[src/hdl/ism_cfg.svh]
// Constants of the indicator status monitor
`ifndef ISM_CFG_SVH
`define ISM_CFG_SVH

// ****************************************
// Sizes
// ****************************************
`define ISM_N_IND        5
`define ISM_EVT_DEPTH    16
`define ISM_NSIG         4
`define ISM_SLOT_W       8

// ****************************************
// Timing
// ****************************************
`define ISM_CLK_NS       100
`define ISM_TS_RES_NS    1000000
`define ISM_MS_CYCLES    ((`ISM_TS_RES_NS + `ISM_CLK_NS - 1) / `ISM_CLK_NS)

// ****************************************
// Register byte addresses
// ****************************************
`define ISM_A_CTRL       8'h00
`define ISM_A_CFG        8'h04
`define ISM_A_STATE      8'h08
`define ISM_A_TIME       8'h0c
`define ISM_A_EVT        8'h10
`define ISM_A_EVCNT      8'h14
`define ISM_A_ISTAT      8'h18
`define ISM_A_IMASK      8'h1c

// ****************************************
// Fields and reset values
// ****************************************
`define ISM_CTRL_RUN     0
`define ISM_CFG_SGL_LSB  0
`define ISM_CFG_SEL_LSB  8
`define ISM_SEL_W        8
`define ISM_SEL_RST      8'hff
`define ISM_SIG_RST      4'h8
`define ISM_EV_TS_W      16
`define ISM_EV_SIG_LSB   16
`define ISM_EV_IND_LSB   20
`define ISM_EV_ON_BIT    24
`define ISM_EV_VLD_BIT   31
`define ISM_IRQ_W        3
`define ISM_IRQ_STORED   0
`define ISM_IRQ_LOST     1
`define ISM_IRQ_BAD      2
`define ISM_SIG_OPEN     0
`define ISM_SIG_CLOSE    1
`define ISM_SIG_BAD      2
`define ISM_SIG_INTER    3

// ****************************************
// Bus decode and pending slot layout
// ****************************************
`define ISM_A_W          8
`define ISM_SIG_W        2
`define ISM_SLOT_ON      2
`define ISM_SLOT_SH      3

`endif

[src/hdl/ism_pkg.sv]
// Types of the indicator status monitor
package ism_pkg;
   typedef enum logic [1:0] {ISM_INTER, ISM_OPEN, ISM_CLOSED, ISM_BAD} ism_state_e;
   typedef logic [31:0] ism_word_t;
endpackage

[src/hdl/ism_stamp.sv]
// Millisecond time stamp counter
`timescale 1ns/1ps
`include "ism_cfg.svh"
module ism_stamp #(
   parameter int MS_CYCLES = `ISM_MS_CYCLES
) (
   input  wire logic        ref_clk,
   input  wire logic        rst_b,
   output ism_pkg::ism_word_t ms_r,
   output logic             tick
);
   import ism_pkg::*;
   localparam int CW = (MS_CYCLES > 1) ? $clog2(MS_CYCLES) : 1;

   logic [CW-1:0] cyc_r;

   if (MS_CYCLES < 1) begin : g_chk
      $error("MS_CYCLES must be at least one");
   end

   assign tick = (cyc_r == CW'(MS_CYCLES - 1));

   always_ff @(posedge ref_clk) begin
      if (!rst_b) begin
         cyc_r <= '0;
      end else if (tick) begin
         cyc_r <= '0;
      end else begin
         cyc_r <= cyc_r + 1'b1;
      end
   end

   // Wraps after about 49 days
   always_ff @(posedge ref_clk) begin
      if (!rst_b) begin
         ms_r <= '0;
      end else if (tick) begin
         ms_r <= ms_r + 32'h0000_0001;
      end
   end
endmodule // ism_stamp

[src/hdl/ism_decode.sv]
// One indicator: input sync, state decode and edge events
`timescale 1ns/1ps
`include "ism_cfg.svh"
module ism_decode (
   input  wire logic          ref_clk,
   input  wire logic          rst_b,
   input  wire logic          open_pin,
   input  wire logic          close_pin,
   input  wire logic          single_mode,
   input  wire logic          run,
   output ism_pkg::ism_state_e state_r,
   output logic [3:0]         sig_r,
   output logic [3:0]         rise,
   output logic [3:0]         fall
);
   import ism_pkg::*;

   logic       open_m_r;
   logic       open_s_r;
   logic       close_m_r;
   logic       close_s_r;
   logic       close_eff;
   ism_state_e state_nxt;
   logic [3:0] sig_nxt;

   always_ff @(posedge ref_clk) begin
      if (!rst_b) begin
         open_m_r  <= 1'b0;
         open_s_r  <= 1'b0;
         close_m_r <= 1'b0;
         close_s_r <= 1'b0;
      end else begin
         open_m_r  <= open_pin;
         open_s_r  <= open_m_r;
         close_m_r <= close_pin;
         close_s_r <= close_m_r;
      end
   end

   // Single contact: closed is simply not open
   assign close_eff = single_mode ? ~open_s_r : close_s_r;

   always_comb begin
      case ({open_s_r, close_eff})
         2'b00:   state_nxt = ISM_INTER;
         2'b10:   state_nxt = ISM_OPEN;
         2'b01:   state_nxt = ISM_CLOSED;
         2'b11:   state_nxt = ISM_BAD;
         default: state_nxt = ISM_INTER;
      endcase
      sig_nxt = '0;
      case (state_nxt)
         ISM_OPEN:   sig_nxt[`ISM_SIG_OPEN]  = 1'b1;
         ISM_CLOSED: sig_nxt[`ISM_SIG_CLOSE] = 1'b1;
         ISM_BAD:    sig_nxt[`ISM_SIG_BAD]   = 1'b1;
         default:    sig_nxt[`ISM_SIG_INTER] = 1'b1;
      endcase
   end

   // Status only; nothing here drives a switching command
   always_ff @(posedge ref_clk) begin
      if (!rst_b) begin
         state_r <= ISM_INTER;
         sig_r   <= `ISM_SIG_RST;
      end else begin
         state_r <= state_nxt;
         sig_r   <= sig_nxt;
      end
   end

   assign rise = sig_nxt & ~sig_r & {4{run}};
   assign fall = ~sig_nxt & sig_r & {4{run}};
endmodule // ism_decode

[src/hdl/ism_top.sv]
// Indicator status monitor with event store and AHB-Lite registers
`timescale 1ns/1ps
`include "ism_cfg.svh"

module ism_top #(
   parameter int N_IND     = `ISM_N_IND,
   parameter int EVT_DEPTH = `ISM_EVT_DEPTH,
   parameter int MS_CYCLES = `ISM_MS_CYCLES
) (
   input  wire logic               ref_clk,
   input  wire logic               rst_b,
   input  wire logic [N_IND-1:0]   open_pin,
   input  wire logic [N_IND-1:0]   close_pin,
   output logic [2*N_IND-1:0]      ind_state,
   input  wire logic               hsel,
   input  wire logic [31:0]        haddr,
   input  wire logic [1:0]         htrans,
   input  wire logic               hwrite,
   input  wire logic [2:0]         hsize,
   input  ism_pkg::ism_word_t      hwdata,
   input  wire logic               hready,
   output logic                    hreadyout,
   output ism_pkg::ism_word_t      hrdata,
   output logic                    hresp,
   output logic                    irq
);
   import ism_pkg::*;

   // ****************************************
   // Sizes and checks
   // ****************************************
   localparam int NS = N_IND * `ISM_SLOT_W;
   localparam int PW = $clog2(EVT_DEPTH);
   localparam int IW = $clog2(NS);

   if (N_IND < 1 || N_IND > 8) begin : g_chk_ind
      $error("N_IND must lie in 1..8");
   end
   if (EVT_DEPTH < 2 || (EVT_DEPTH & (EVT_DEPTH - 1)) != 0) begin : g_chk_dep
      $error("EVT_DEPTH must be a power of two, at least 2");
   end

   // ****************************************
   // Declarations
   // ****************************************
   logic                       run_r;
   logic [N_IND-1:0]           single_r;
   logic [`ISM_SEL_W-1:0]      evsel_r;
   logic [`ISM_IRQ_W-1:0]      istat_r;
   logic [`ISM_IRQ_W-1:0]      imask_r;
   logic [`ISM_IRQ_W-1:0]      iset;
   logic [`ISM_IRQ_W-1:0]      iclr;
   ism_word_t                  ms_r;
   ism_word_t                  rd_nxt;
   logic                       ap_valid;
   logic                       dp_wr_r;
   logic [`ISM_A_W-1:0]        dp_addr_r;
   logic [NS-1:0]              pend_r;
   logic [NS-1:0]              pend_set;
   logic [NS-1:0]              pend_clr;
   logic                       pick_vld;
   logic [IW-1:0]              pick_idx;
   logic [N_IND-1:0]           bad_rise;
   ism_word_t                  mem_r [EVT_DEPTH];
   logic [PW-1:0]              wr_ptr_r;
   logic [PW-1:0]              rd_ptr_r;
   logic [PW:0]                cnt_r;
   logic                       full;
   logic                       push;
   logic                       pop;
   ism_word_t                  rec;

   // ****************************************
   // Time stamp
   // ****************************************
   ism_stamp #(
      .MS_CYCLES (MS_CYCLES)
   ) u_stamp (
      .ref_clk (ref_clk),
      .rst_b   (rst_b),
      .ms_r    (ms_r),
      .tick    ()
   );

   // ****************************************
   // Indicator monitors
   // ****************************************
   for (genvar i = 0; i < N_IND; i++) begin : g_ind
      ism_state_e st;
      logic [3:0] rise;
      logic [3:0] fall;

      ism_decode u_dec (
         .ref_clk     (ref_clk),
         .rst_b       (rst_b),
         .open_pin    (open_pin[i]),
         .close_pin   (close_pin[i]),
         .single_mode (single_r[i]),
         .run         (run_r),
         .state_r     (st),
         .sig_r       (),
         .rise        (rise),
         .fall        (fall)
      );

      assign ind_state[2*i +: 2] = st;
      assign bad_rise[i]         = rise[`ISM_SIG_BAD];
      // Upper nibble of a slot holds ON events, lower nibble OFF events
      assign pend_set[i*`ISM_SLOT_W +: `ISM_SLOT_W] =
         {rise & evsel_r[`ISM_NSIG-1:0], fall & evsel_r[`ISM_SEL_W-1:`ISM_NSIG]};
   end

   // ****************************************
   // Pending events and picker
   // ****************************************
   // Lowest slot first; a full scan is far shorter than one millisecond
   always_comb begin
      pick_vld = 1'b0;
      pick_idx = '0;
      for (int k = NS - 1; k >= 0; k--) begin
         if (pend_r[k]) begin
            pick_vld = 1'b1;
            pick_idx = IW'(k);
         end
      end
   end

   always_comb begin
      pend_clr = '0;
      if (pick_vld) begin
         pend_clr[pick_idx] = 1'b1;
      end
   end

   // A new edge outranks the clear of its own slot
   always_ff @(posedge ref_clk) begin
      if (!rst_b) begin
         pend_r <= '0;
      end else begin
         pend_r <= (pend_r & ~pend_clr) | pend_set;
      end
   end

   // ****************************************
   // Event store
   // ****************************************
   assign full = (cnt_r == (PW+1)'(EVT_DEPTH));
   assign push = pick_vld && !full;
   assign pop  = ap_valid && !hwrite && haddr[`ISM_A_W-1:0] == `ISM_A_EVT && cnt_r != '0;

   always_comb begin
      rec = '0;
      rec[`ISM_EV_TS_W-1:0]          = ms_r[`ISM_EV_TS_W-1:0];
      rec[`ISM_EV_SIG_LSB +: `ISM_SIG_W] = pick_idx[`ISM_SIG_W-1:0];
      rec[`ISM_EV_IND_LSB +: 3]      = 3'(pick_idx >> `ISM_SLOT_SH);
      rec[`ISM_EV_ON_BIT]            = pick_idx[`ISM_SLOT_ON];
      rec[`ISM_EV_VLD_BIT]           = 1'b1;
   end

   always_ff @(posedge ref_clk) begin
      if (push) begin
         mem_r[wr_ptr_r] <= rec;
      end
   end

   always_ff @(posedge ref_clk) begin
      if (!rst_b) begin
         wr_ptr_r <= '0;
         rd_ptr_r <= '0;
         cnt_r    <= '0;
      end else begin
         if (push) begin
            wr_ptr_r <= wr_ptr_r + 1'b1;
         end
         if (pop) begin
            rd_ptr_r <= rd_ptr_r + 1'b1;
         end
         if (push && !pop) begin
            cnt_r <= cnt_r + 1'b1;
         end else if (pop && !push) begin
            cnt_r <= cnt_r - 1'b1;
         end
      end
   end

   // ****************************************
   // Interrupt status
   // ****************************************
   assign iset[`ISM_IRQ_STORED] = push;
   assign iset[`ISM_IRQ_LOST]   = pick_vld && full;
   assign iset[`ISM_IRQ_BAD]    = |bad_rise;
   assign iclr = (dp_wr_r && dp_addr_r == `ISM_A_ISTAT) ? hwdata[`ISM_IRQ_W-1:0] : '0;

   always_ff @(posedge ref_clk) begin
      if (!rst_b) begin
         istat_r <= '0;
      end else begin
         istat_r <= (istat_r & ~iclr) | iset;
      end
   end

   assign irq = |(istat_r & imask_r);

   // ****************************************
   // AHB-Lite slave
   // ****************************************
   // Zero wait states; read data is taken during the address phase
   assign hreadyout = 1'b1;
   assign hresp     = 1'b0;
   assign ap_valid  = hsel && htrans[1] && hready;

   always_ff @(posedge ref_clk) begin
      if (!rst_b) begin
         dp_wr_r   <= 1'b0;
         dp_addr_r <= '0;
      end else begin
         dp_wr_r   <= ap_valid && hwrite;
         dp_addr_r <= haddr[`ISM_A_W-1:0];
      end
   end

   always_comb begin
      rd_nxt = '0;
      case (haddr[`ISM_A_W-1:0])
         `ISM_A_CTRL:  rd_nxt[`ISM_CTRL_RUN] = run_r;
         `ISM_A_CFG: begin
            rd_nxt[`ISM_CFG_SGL_LSB +: N_IND]      = single_r;
            rd_nxt[`ISM_CFG_SEL_LSB +: `ISM_SEL_W] = evsel_r;
         end
         `ISM_A_STATE: rd_nxt[2*N_IND-1:0] = ind_state;
         `ISM_A_TIME:  rd_nxt = ms_r;
         `ISM_A_EVT: begin
            if (cnt_r != '0) begin
               rd_nxt = mem_r[rd_ptr_r];
            end
         end
         `ISM_A_EVCNT: rd_nxt[PW:0] = cnt_r;
         `ISM_A_ISTAT: rd_nxt[`ISM_IRQ_W-1:0] = istat_r;
         `ISM_A_IMASK: rd_nxt[`ISM_IRQ_W-1:0] = imask_r;
         default:      rd_nxt = '0;
      endcase
   end

   always_ff @(posedge ref_clk) begin
      if (!rst_b) begin
         hrdata <= '0;
      end else if (ap_valid && !hwrite) begin
         hrdata <= rd_nxt;
      end
   end

   // ****************************************
   // Control and setup registers
   // ****************************************
   always_ff @(posedge ref_clk) begin
      if (!rst_b) begin
         run_r   <= 1'b0;
         imask_r <= '0;
      end else if (dp_wr_r) begin
         if (dp_addr_r == `ISM_A_CTRL) begin
            run_r <= hwdata[`ISM_CTRL_RUN];
         end
         if (dp_addr_r == `ISM_A_IMASK) begin
            imask_r <= hwdata[`ISM_IRQ_W-1:0];
         end
      end
   end

   // Setup is frozen while monitoring runs
   always_ff @(posedge ref_clk) begin
      if (!rst_b) begin
         single_r <= '0;
         evsel_r  <= `ISM_SEL_RST;
      end else if (dp_wr_r && dp_addr_r == `ISM_A_CFG && !run_r) begin
         single_r <= hwdata[`ISM_CFG_SGL_LSB +: N_IND];
         evsel_r  <= hwdata[`ISM_CFG_SEL_LSB +: `ISM_SEL_W];
      end
   end
endmodule // ism_top

[config.mk]
export PLATFORM = sky130hd
export DESIGN_NAME = ism_top
export DESIGN_NICKNAME = d
export VERILOG_FILES = /design/src/hdl/ism_pkg.sv /design/src/hdl/ism_stamp.sv /design/src/hdl/ism_decode.sv /design/src/hdl/ism_top.sv
export VERILOG_INCLUDE_DIRS = /design/src /design/src/hdl
export SDC_FILE = /design/constraint.sdc
export NUM_CORES = 1
export LEC_CHECK = 0
export BUFFER_PORTS_ARGS = -buffer_cell sky130_fd_sc_hd__buf_4
export CAP_MARGIN = 0
export CORE_MARGIN = 1.5
export CORE_UTILIZATION = 40
export CTS_CLUSTER_SIZE = 20
export DETAILED_ROUTE_END_ITERATION = 12
export MAX_ROUTING_LAYER = met4
export PLACE_DENSITY = 0.56
export SYNTH_ARGS = -nofsm -noshare
export SYNTH_HDL_FRONTEND = slang
export SYNTH_SLANG_ARGS = --single-unit
[constraint.sdc]
create_clock -name ref_clk -period 7.15 [get_ports ref_clk]
set_clock_uncertainty 0.05 [all_clocks]
set_input_delay 0.715 -clock ref_clk [delete_from_list [all_inputs] [get_ports ref_clk]]
set_output_delay 0.715 -clock ref_clk [all_outputs]
set_load 0.02 [all_outputs]
# Word-level counts from Yosys, hierarchy flattened
# Memory sizes are Yosys's and may differ from the RTL's. A register that Yosys moved wholly into a read port is not among the register bits.
# Cells that the tools add are included.
# op_classes
add_sub_neg	6
order_cmp	2
eq_ne	42
n_mux	128
bitwise_logic	53
reduce_logical	38
# ops
op	count
$mux W6	40
$and A4 B4 Y4	30
$mux W1	68
$eq A8 B5 Y1 const B	6
$pmux W2 S4	6
$and A40 B40 Y40	1
$eq A2 B2 Y1 const B	20
$mux W40	1
$not A4 Y4	10
$not A40 Y40	1
$or A40 B40 Y40	1
$add A32 B1 Y32 const B	1
$mux W32	1
$pmux W16 S2	1
$eq A2 B1 Y1 const B	10
$pmux W6 S3	1
$reduce_or A3 Y1	6
$eq A8 B3 Y1 const B	2
$eq A8 B4 Y1 const B	2
$logic_not A8 Y1	2
$add A14 B1 Y14 const B	1
$eq A14 B14 Y1 const B	1
$logic_and A1 B1 Y1	14
$pmux W2 S7	1
other kinds (24)	42
# word_totals
ff_bits	210
ramBits	352
input_bits	84
out_inout_bits	45
word_cells	314
n_memories	1
# memory_table
memory	depth	word_bits	read_ports	rd_ports_with_merged_regs	write_ports	line	text
mem_r	16	22	1	1	1	ism_top.sv:64	ism_word_t mem_r [EVT_DEPTH];

# Depth between registers and ports, before layout
# depth
ltp_word	48
mapped_depth	16
depth_no_buf	14

# By module
# From an unflattened synthesis, not the netlist that was laid out.
# unflattened
hier_cells	1685
hier_area_um2	23224.8
# modules_own_cells
module	instances	cells_per_inst	area_each_um2	seq_area_each_um2
ism_top	1	1248	19157.1	12932.4
ism_stamp	1	262	2247.2	920.9
ism_decode	5	35	364.1	200.2

# Least setup slack after synthesis
# Ideal clock, no wire load.
# synth_timing
path_kind	input to register
from	input port haddr[0]
to	register cnt_r[4]
setup_time_ns	0.070
arrival_time_ns	3.621
t_required_ns	7.030
setup_slack_ns	3.409
path_stages	14
path_buffers	1
cell_sequence	or4_1 or2_2 nor3_2 and2_1 clkbuf_1 inv_1 ha_1 inv_1 ha_1 a21o_1 a21oi_1 xnor2_1 or3_1 a21oi_1
# synth_between
elab_chain_len	6
word_cells_on_any_way	8
classes_between	eq/ne (1); mux (1); reduce/logical (6)
# synth_lines
item	line	text
start, declared	ism_top.sv:16	input wire logic [31:0] haddr,
$eq A8 B5 Y1 (*)	--	
$logic_and A1 B1 Y1 (no line) (*)	--	
$logic_and A1 B1 Y1 (*)	ism_top.sv:149	assign pop = ap_valid && !hwrite && haddr[`ISM_A_W-1:0] == `ISM_A_EVT && cnt_r != '0;
$logic_not A1 Y1	ism_top.sv:178	if (push && !pop) begin
$logic_and A1 B1 Y1	ism_top.sv:178	
$mux W5 or $reduce_bool A2 Y1 (tied branches)	--	
end signal, assigned	ism_top.sv:179	cnt_r <= cnt_r + 1'b1;
end signal, assigned	ism_top.sv:181	cnt_r <= cnt_r - 1'b1;
end, declared	ism_top.sv:67	logic [PW:0] cnt_r;
# Every way passes the cells marked *; elsewhere a longest branch is shown, timed or not.
# A chain may end at the register's enable or synchronous reset.

# Final worst setup path
# layout_timing
from	register pend_r[13]
to	register cnt_r[4]
# layout_between
elab_chain_len	18
word_cells_on_any_way	20
classes_between	mux (15); reduce/logical (5)
# layout_lines
item	line	text
start, declared	ism_top.sv:58	logic [NS-1:0] pend_r;
start signal, assigned	ism_top.sv:140	pend_r <= (pend_r & ~pend_clr) | pend_set;
$mux W1 (*) (14 in a row)	ism_top.sv:121	if (pend_r[k]) begin
$logic_and A1 B1 Y1 (*)	ism_top.sv:148	assign push = pick_vld && !full;
via push	ism_top.sv:69	logic push;
$logic_not A1 Y1	ism_top.sv:180	end else if (pop && !push) begin
$logic_and A1 B1 Y1	ism_top.sv:180	
$reduce_bool A2 Y1 (no line)	--	
# The timed path passes the listed nets; every way through them passes the cells marked *.

==> summary.md <==
| Metric | Value |
|---|---|
| Routed wire per std cell | 23.8 µm |
| First-pass GRT wire length | 87600 µm |
| Number of enable flip-flop cells after synthesis | 352 |
| Post-place setup slack | 2.80 ns |
| Post-route cell area | 26000 µm² |
| Register bit total from synthesis | 566 |
| Commonest cells post-synth | edfxtp_1, dfxtp_1, nor2_1, nand2_1, mux4_2 |
| Total number of vias | 13823 |
| H-tree levels | 2 |
| Peak VDD IR | 0.178 mV |
| Top post-synthesis cells by area | edfxtp_1, dfxtp_1, mux4_2 |
| Cells after synthesis | 1599 |
| GRT Overall Usage | 21.4% |
| Synthesis-to-layout area growth | 15.7% |
| GP Congestion | 0.939 |
| Ant diodes | 0 |
| Synth Area in Adders | 0.757% |
| Crit end category | flop |
| Share of cells above drive strength 1 | 20.8% |
| DRC violations left | 0 |
| Inst Count DP | 2377 |
| Cts repair resizes | 0 |
| Clock Sinks | 566 |
| Setup tns final | 0 ns |
| RSZ-0062 raised after global routing | false |
| Seq/Total Area, Yosys | 66.0% |
| Most common cell on crit path | a21oi_1 |
| Port buffer count | 79 |
| Arr. time, crit path | 4.97 ns |
| Longest Clk Path Bufs | 3 |
| Post-DP HPWL | 37100 µm |
| Hold crit path type | in2reg |
| Main combinational cell family by area after synthesis | multiplexers |
| CTS tree | yes |
| Multi-input gate area | 7260 µm² |
| Tightest Pin Transition | 1.09 ns |
| Synth warn | 0 |
| Post-Route WL | 59200 µm |
| Clock transition at path regs | 0.06 ns |
| Drt via density | 5.56 |
| CTS buffer count | 57 |
| P_leak | 8.84 nW |
| Startpoint class of the critical path | flop |
| Worst setup margin | 2.67 ns |
| Ports | 129 |
| Max FO, Critical Path | 9 |
| Clock latency on the worst-skew pair | 0.62 ns |
| Fmax | 0.223 GHz |
| Tcrit/Tclk final | 62.7% |
| Synth async-reset ratio | 0% |
| Outcome | completed |
| Die Area | 57700 µm² |
| Cts hold-fix bufs | 0 |
| Worst rel slew slack | 26.6% |
| Synth Cell Area | 22500 µm² |
| Antenna violations before repair | 1 |
| Setup Crit Path Kind | reg2reg |
| Die W | 240 µm |
| NumNets Final | 1785 |
| Initial Util | 40.7% |
| Reg area | 14900 µm² |
| Compound-Gate Fraction of Synth Area | 6.28% |
| DR iter-0 viols | 1168 |
| Final Hold Viols | 0 |
| Crit-path cells | nor4_1 -> nand4_1 -> nor4_1 -> a21oi_1 -> ha_1 -> inv_1 -> ha_1 -> a21o_1 -> a21oi_1 -> xnor2_1 -> or3_1 -> a21oi_1 |
| Worst path slowest cell | nor4_1 |
| Slowest cell delay on critical path | 0.99 ns |
| Synth Net Count | 1696 |
| Slew Viols, Final | 0 |
| Count leader, synth | edfxtp_1 |
| Fillcell total | 4897 |
| Cell taking the most area after synthesis | edfxtp_1 |
| Post-synthesis mux area share | 11.9% |
| Max capacitance violation total | 0 |
| Final core utilization | 47.0% |
| ANT nets after route | 0 |
| Min cycle time layout | 4.48 ns |
| Post-CTS Setup Repair Bufs | 0 |
| Pin count of the biggest net entering global routing | 77 |
| GRT overflow | 0 |
| Syn avg cell area | 14.1 µm² |
| Vias in the first global route | 13398 |
| Critical Path RT | 7.64 ns |
| Prevailing post-synth register cell | edfxtp_1 |
| Synth unique cells | 72 |
| Post-Synth XOR/XNOR Area | 1.91% |
| Core outline area | 55300 µm² |
| Post-synthesis simple-gate area fraction | 11.2% |
| Rows | 86 |
| Power Dens Cells | 258 nW/µm² |
| Final number of setup-violating endpoints | 0 |
| Die H | 240 µm |
| Drt first pass iters | 5 |
| Cell Area, Placed | 24000 µm² |
| Cell Count, Final, Fillers Out | 2485 |
| Post-synth top area share | 47.0% |
| Clk root buf | clkbuf_16 |
placed cells by master, fill, tap and decap left out, types with 19 or more instances in the layout:
cell / n
a221oi_1: 20
nor3_1: 24
dfxtp_1: 211
nand3_1: 54
clkbuf_16: 60
nor2_1: 136
nand2_1: 116
inv_1: 28
nand2b_1: 19
edfxtp_1: 352
buf_4: 114
o21ai_0: 46
a21oi_1: 64
xor2_1: 34
mux4_2: 110
and2_1: 37
flip-flops by register name, indices dropped and copies added, names as in the netlist, 3 cells and up, named ones only:
name,cells
hrdata,32
u_stamp.cyc_r,14
rd_ptr_r,4
g_ind.u_dec.open_s_r,5
g_ind.u_dec.state_r,10
dp_addr_r,8
cnt_r,5
g_ind.u_dec.close_m_r,5
g_ind.u_dec.close_s_r,5
u_stamp.ms_r,32
wr_ptr_r,4
evsel_r,8
single_r,5
istat_r,3
imask_r,3
g_ind.u_dec.open_m_r,5
pend_r,40
g_ind.u_dec.sig_r,20
mem_r,352
area by class of cell:
class / instances / share of cell area [%]
Clock buffer: 86 / 6.57
Clock inverter: 22 / 1.09
Inverter: 29 / 0.418
Multi-Input combinational cell: 920 / 27.9
Sequential cell: 566 / 57.1
Tap cell: 748 / 3.60
Timing Repair Buffer: 114 / 3.29
where the power goes:
group	switching [mW]	internal [mW]
Sequential	0.0132	3.45
Clock	1.28	1.87
Combinational	0.0647	0.0383
final timing paths:
path	startpoint	endpoint	slack (ns)	cells after the start
min	hwdata[10]	evsel_r[2]	0.25	3
max	pend_r[13]	cnt_r[4]	2.67	12
min reg2reg	g_ind[2].u_dec.open_m_r	g_ind[2].u_dec.open_s_r	0.38	1
max reg2reg	pend_r[13]	cnt_r[4]	2.67	12
per-layer routing:
| metal | global-route usage [%] | up-vias | part of all wire [%] |
|---|---|---|---|
| met2 | 32.6 | 361 | 47 |
| met3 | 2.88 | 80 | 4.9 |
| met5 | - | - | 0 |
| met1 | 30.5 | 7119 | 46 |
| met4 | 4.88 | 0 | 1.9 |
| li1 | - | 6263 | - |
stage by stage:
step | total power, mW | hold WS (ns)
final | 6.71 | 0.252
after global routing | 6.89 | 0.230
after CTS | 6.77 | 0.220
after detailed placement | 3.63 | 0.371
after global placement | 3.63 | 0.372
after floorplan | 3.58 | 0.362
worst max-delay path: cells and delay by family, from the launching register on:
kind	cells	cell delay, ns
xor gates and xnor gates	1	0.09
adders and majority gates	2	0.65
buffers and inverters	1	0.14
DFF	1	0.37
and+or+nand+nor	4	2.21
AOI/OAI and AO/OA	4	0.89
kinds of logic (layout without fill, tap and decap cells):
group | Yosys count | in the layout
buffers and inverters | 113 | 251
XOR/XNOR | 49 | 49
other | 2 | 2
AO/OA/AOI/OAI | 214 | 214
adder cells (fa/ha/maj) | 13 | 13
flip-flops | 566 | 566
AND/OR/NAND/NOR | 513 | 513
multiplexers | 129 | 129
Power figures use the tool's default switching activity.
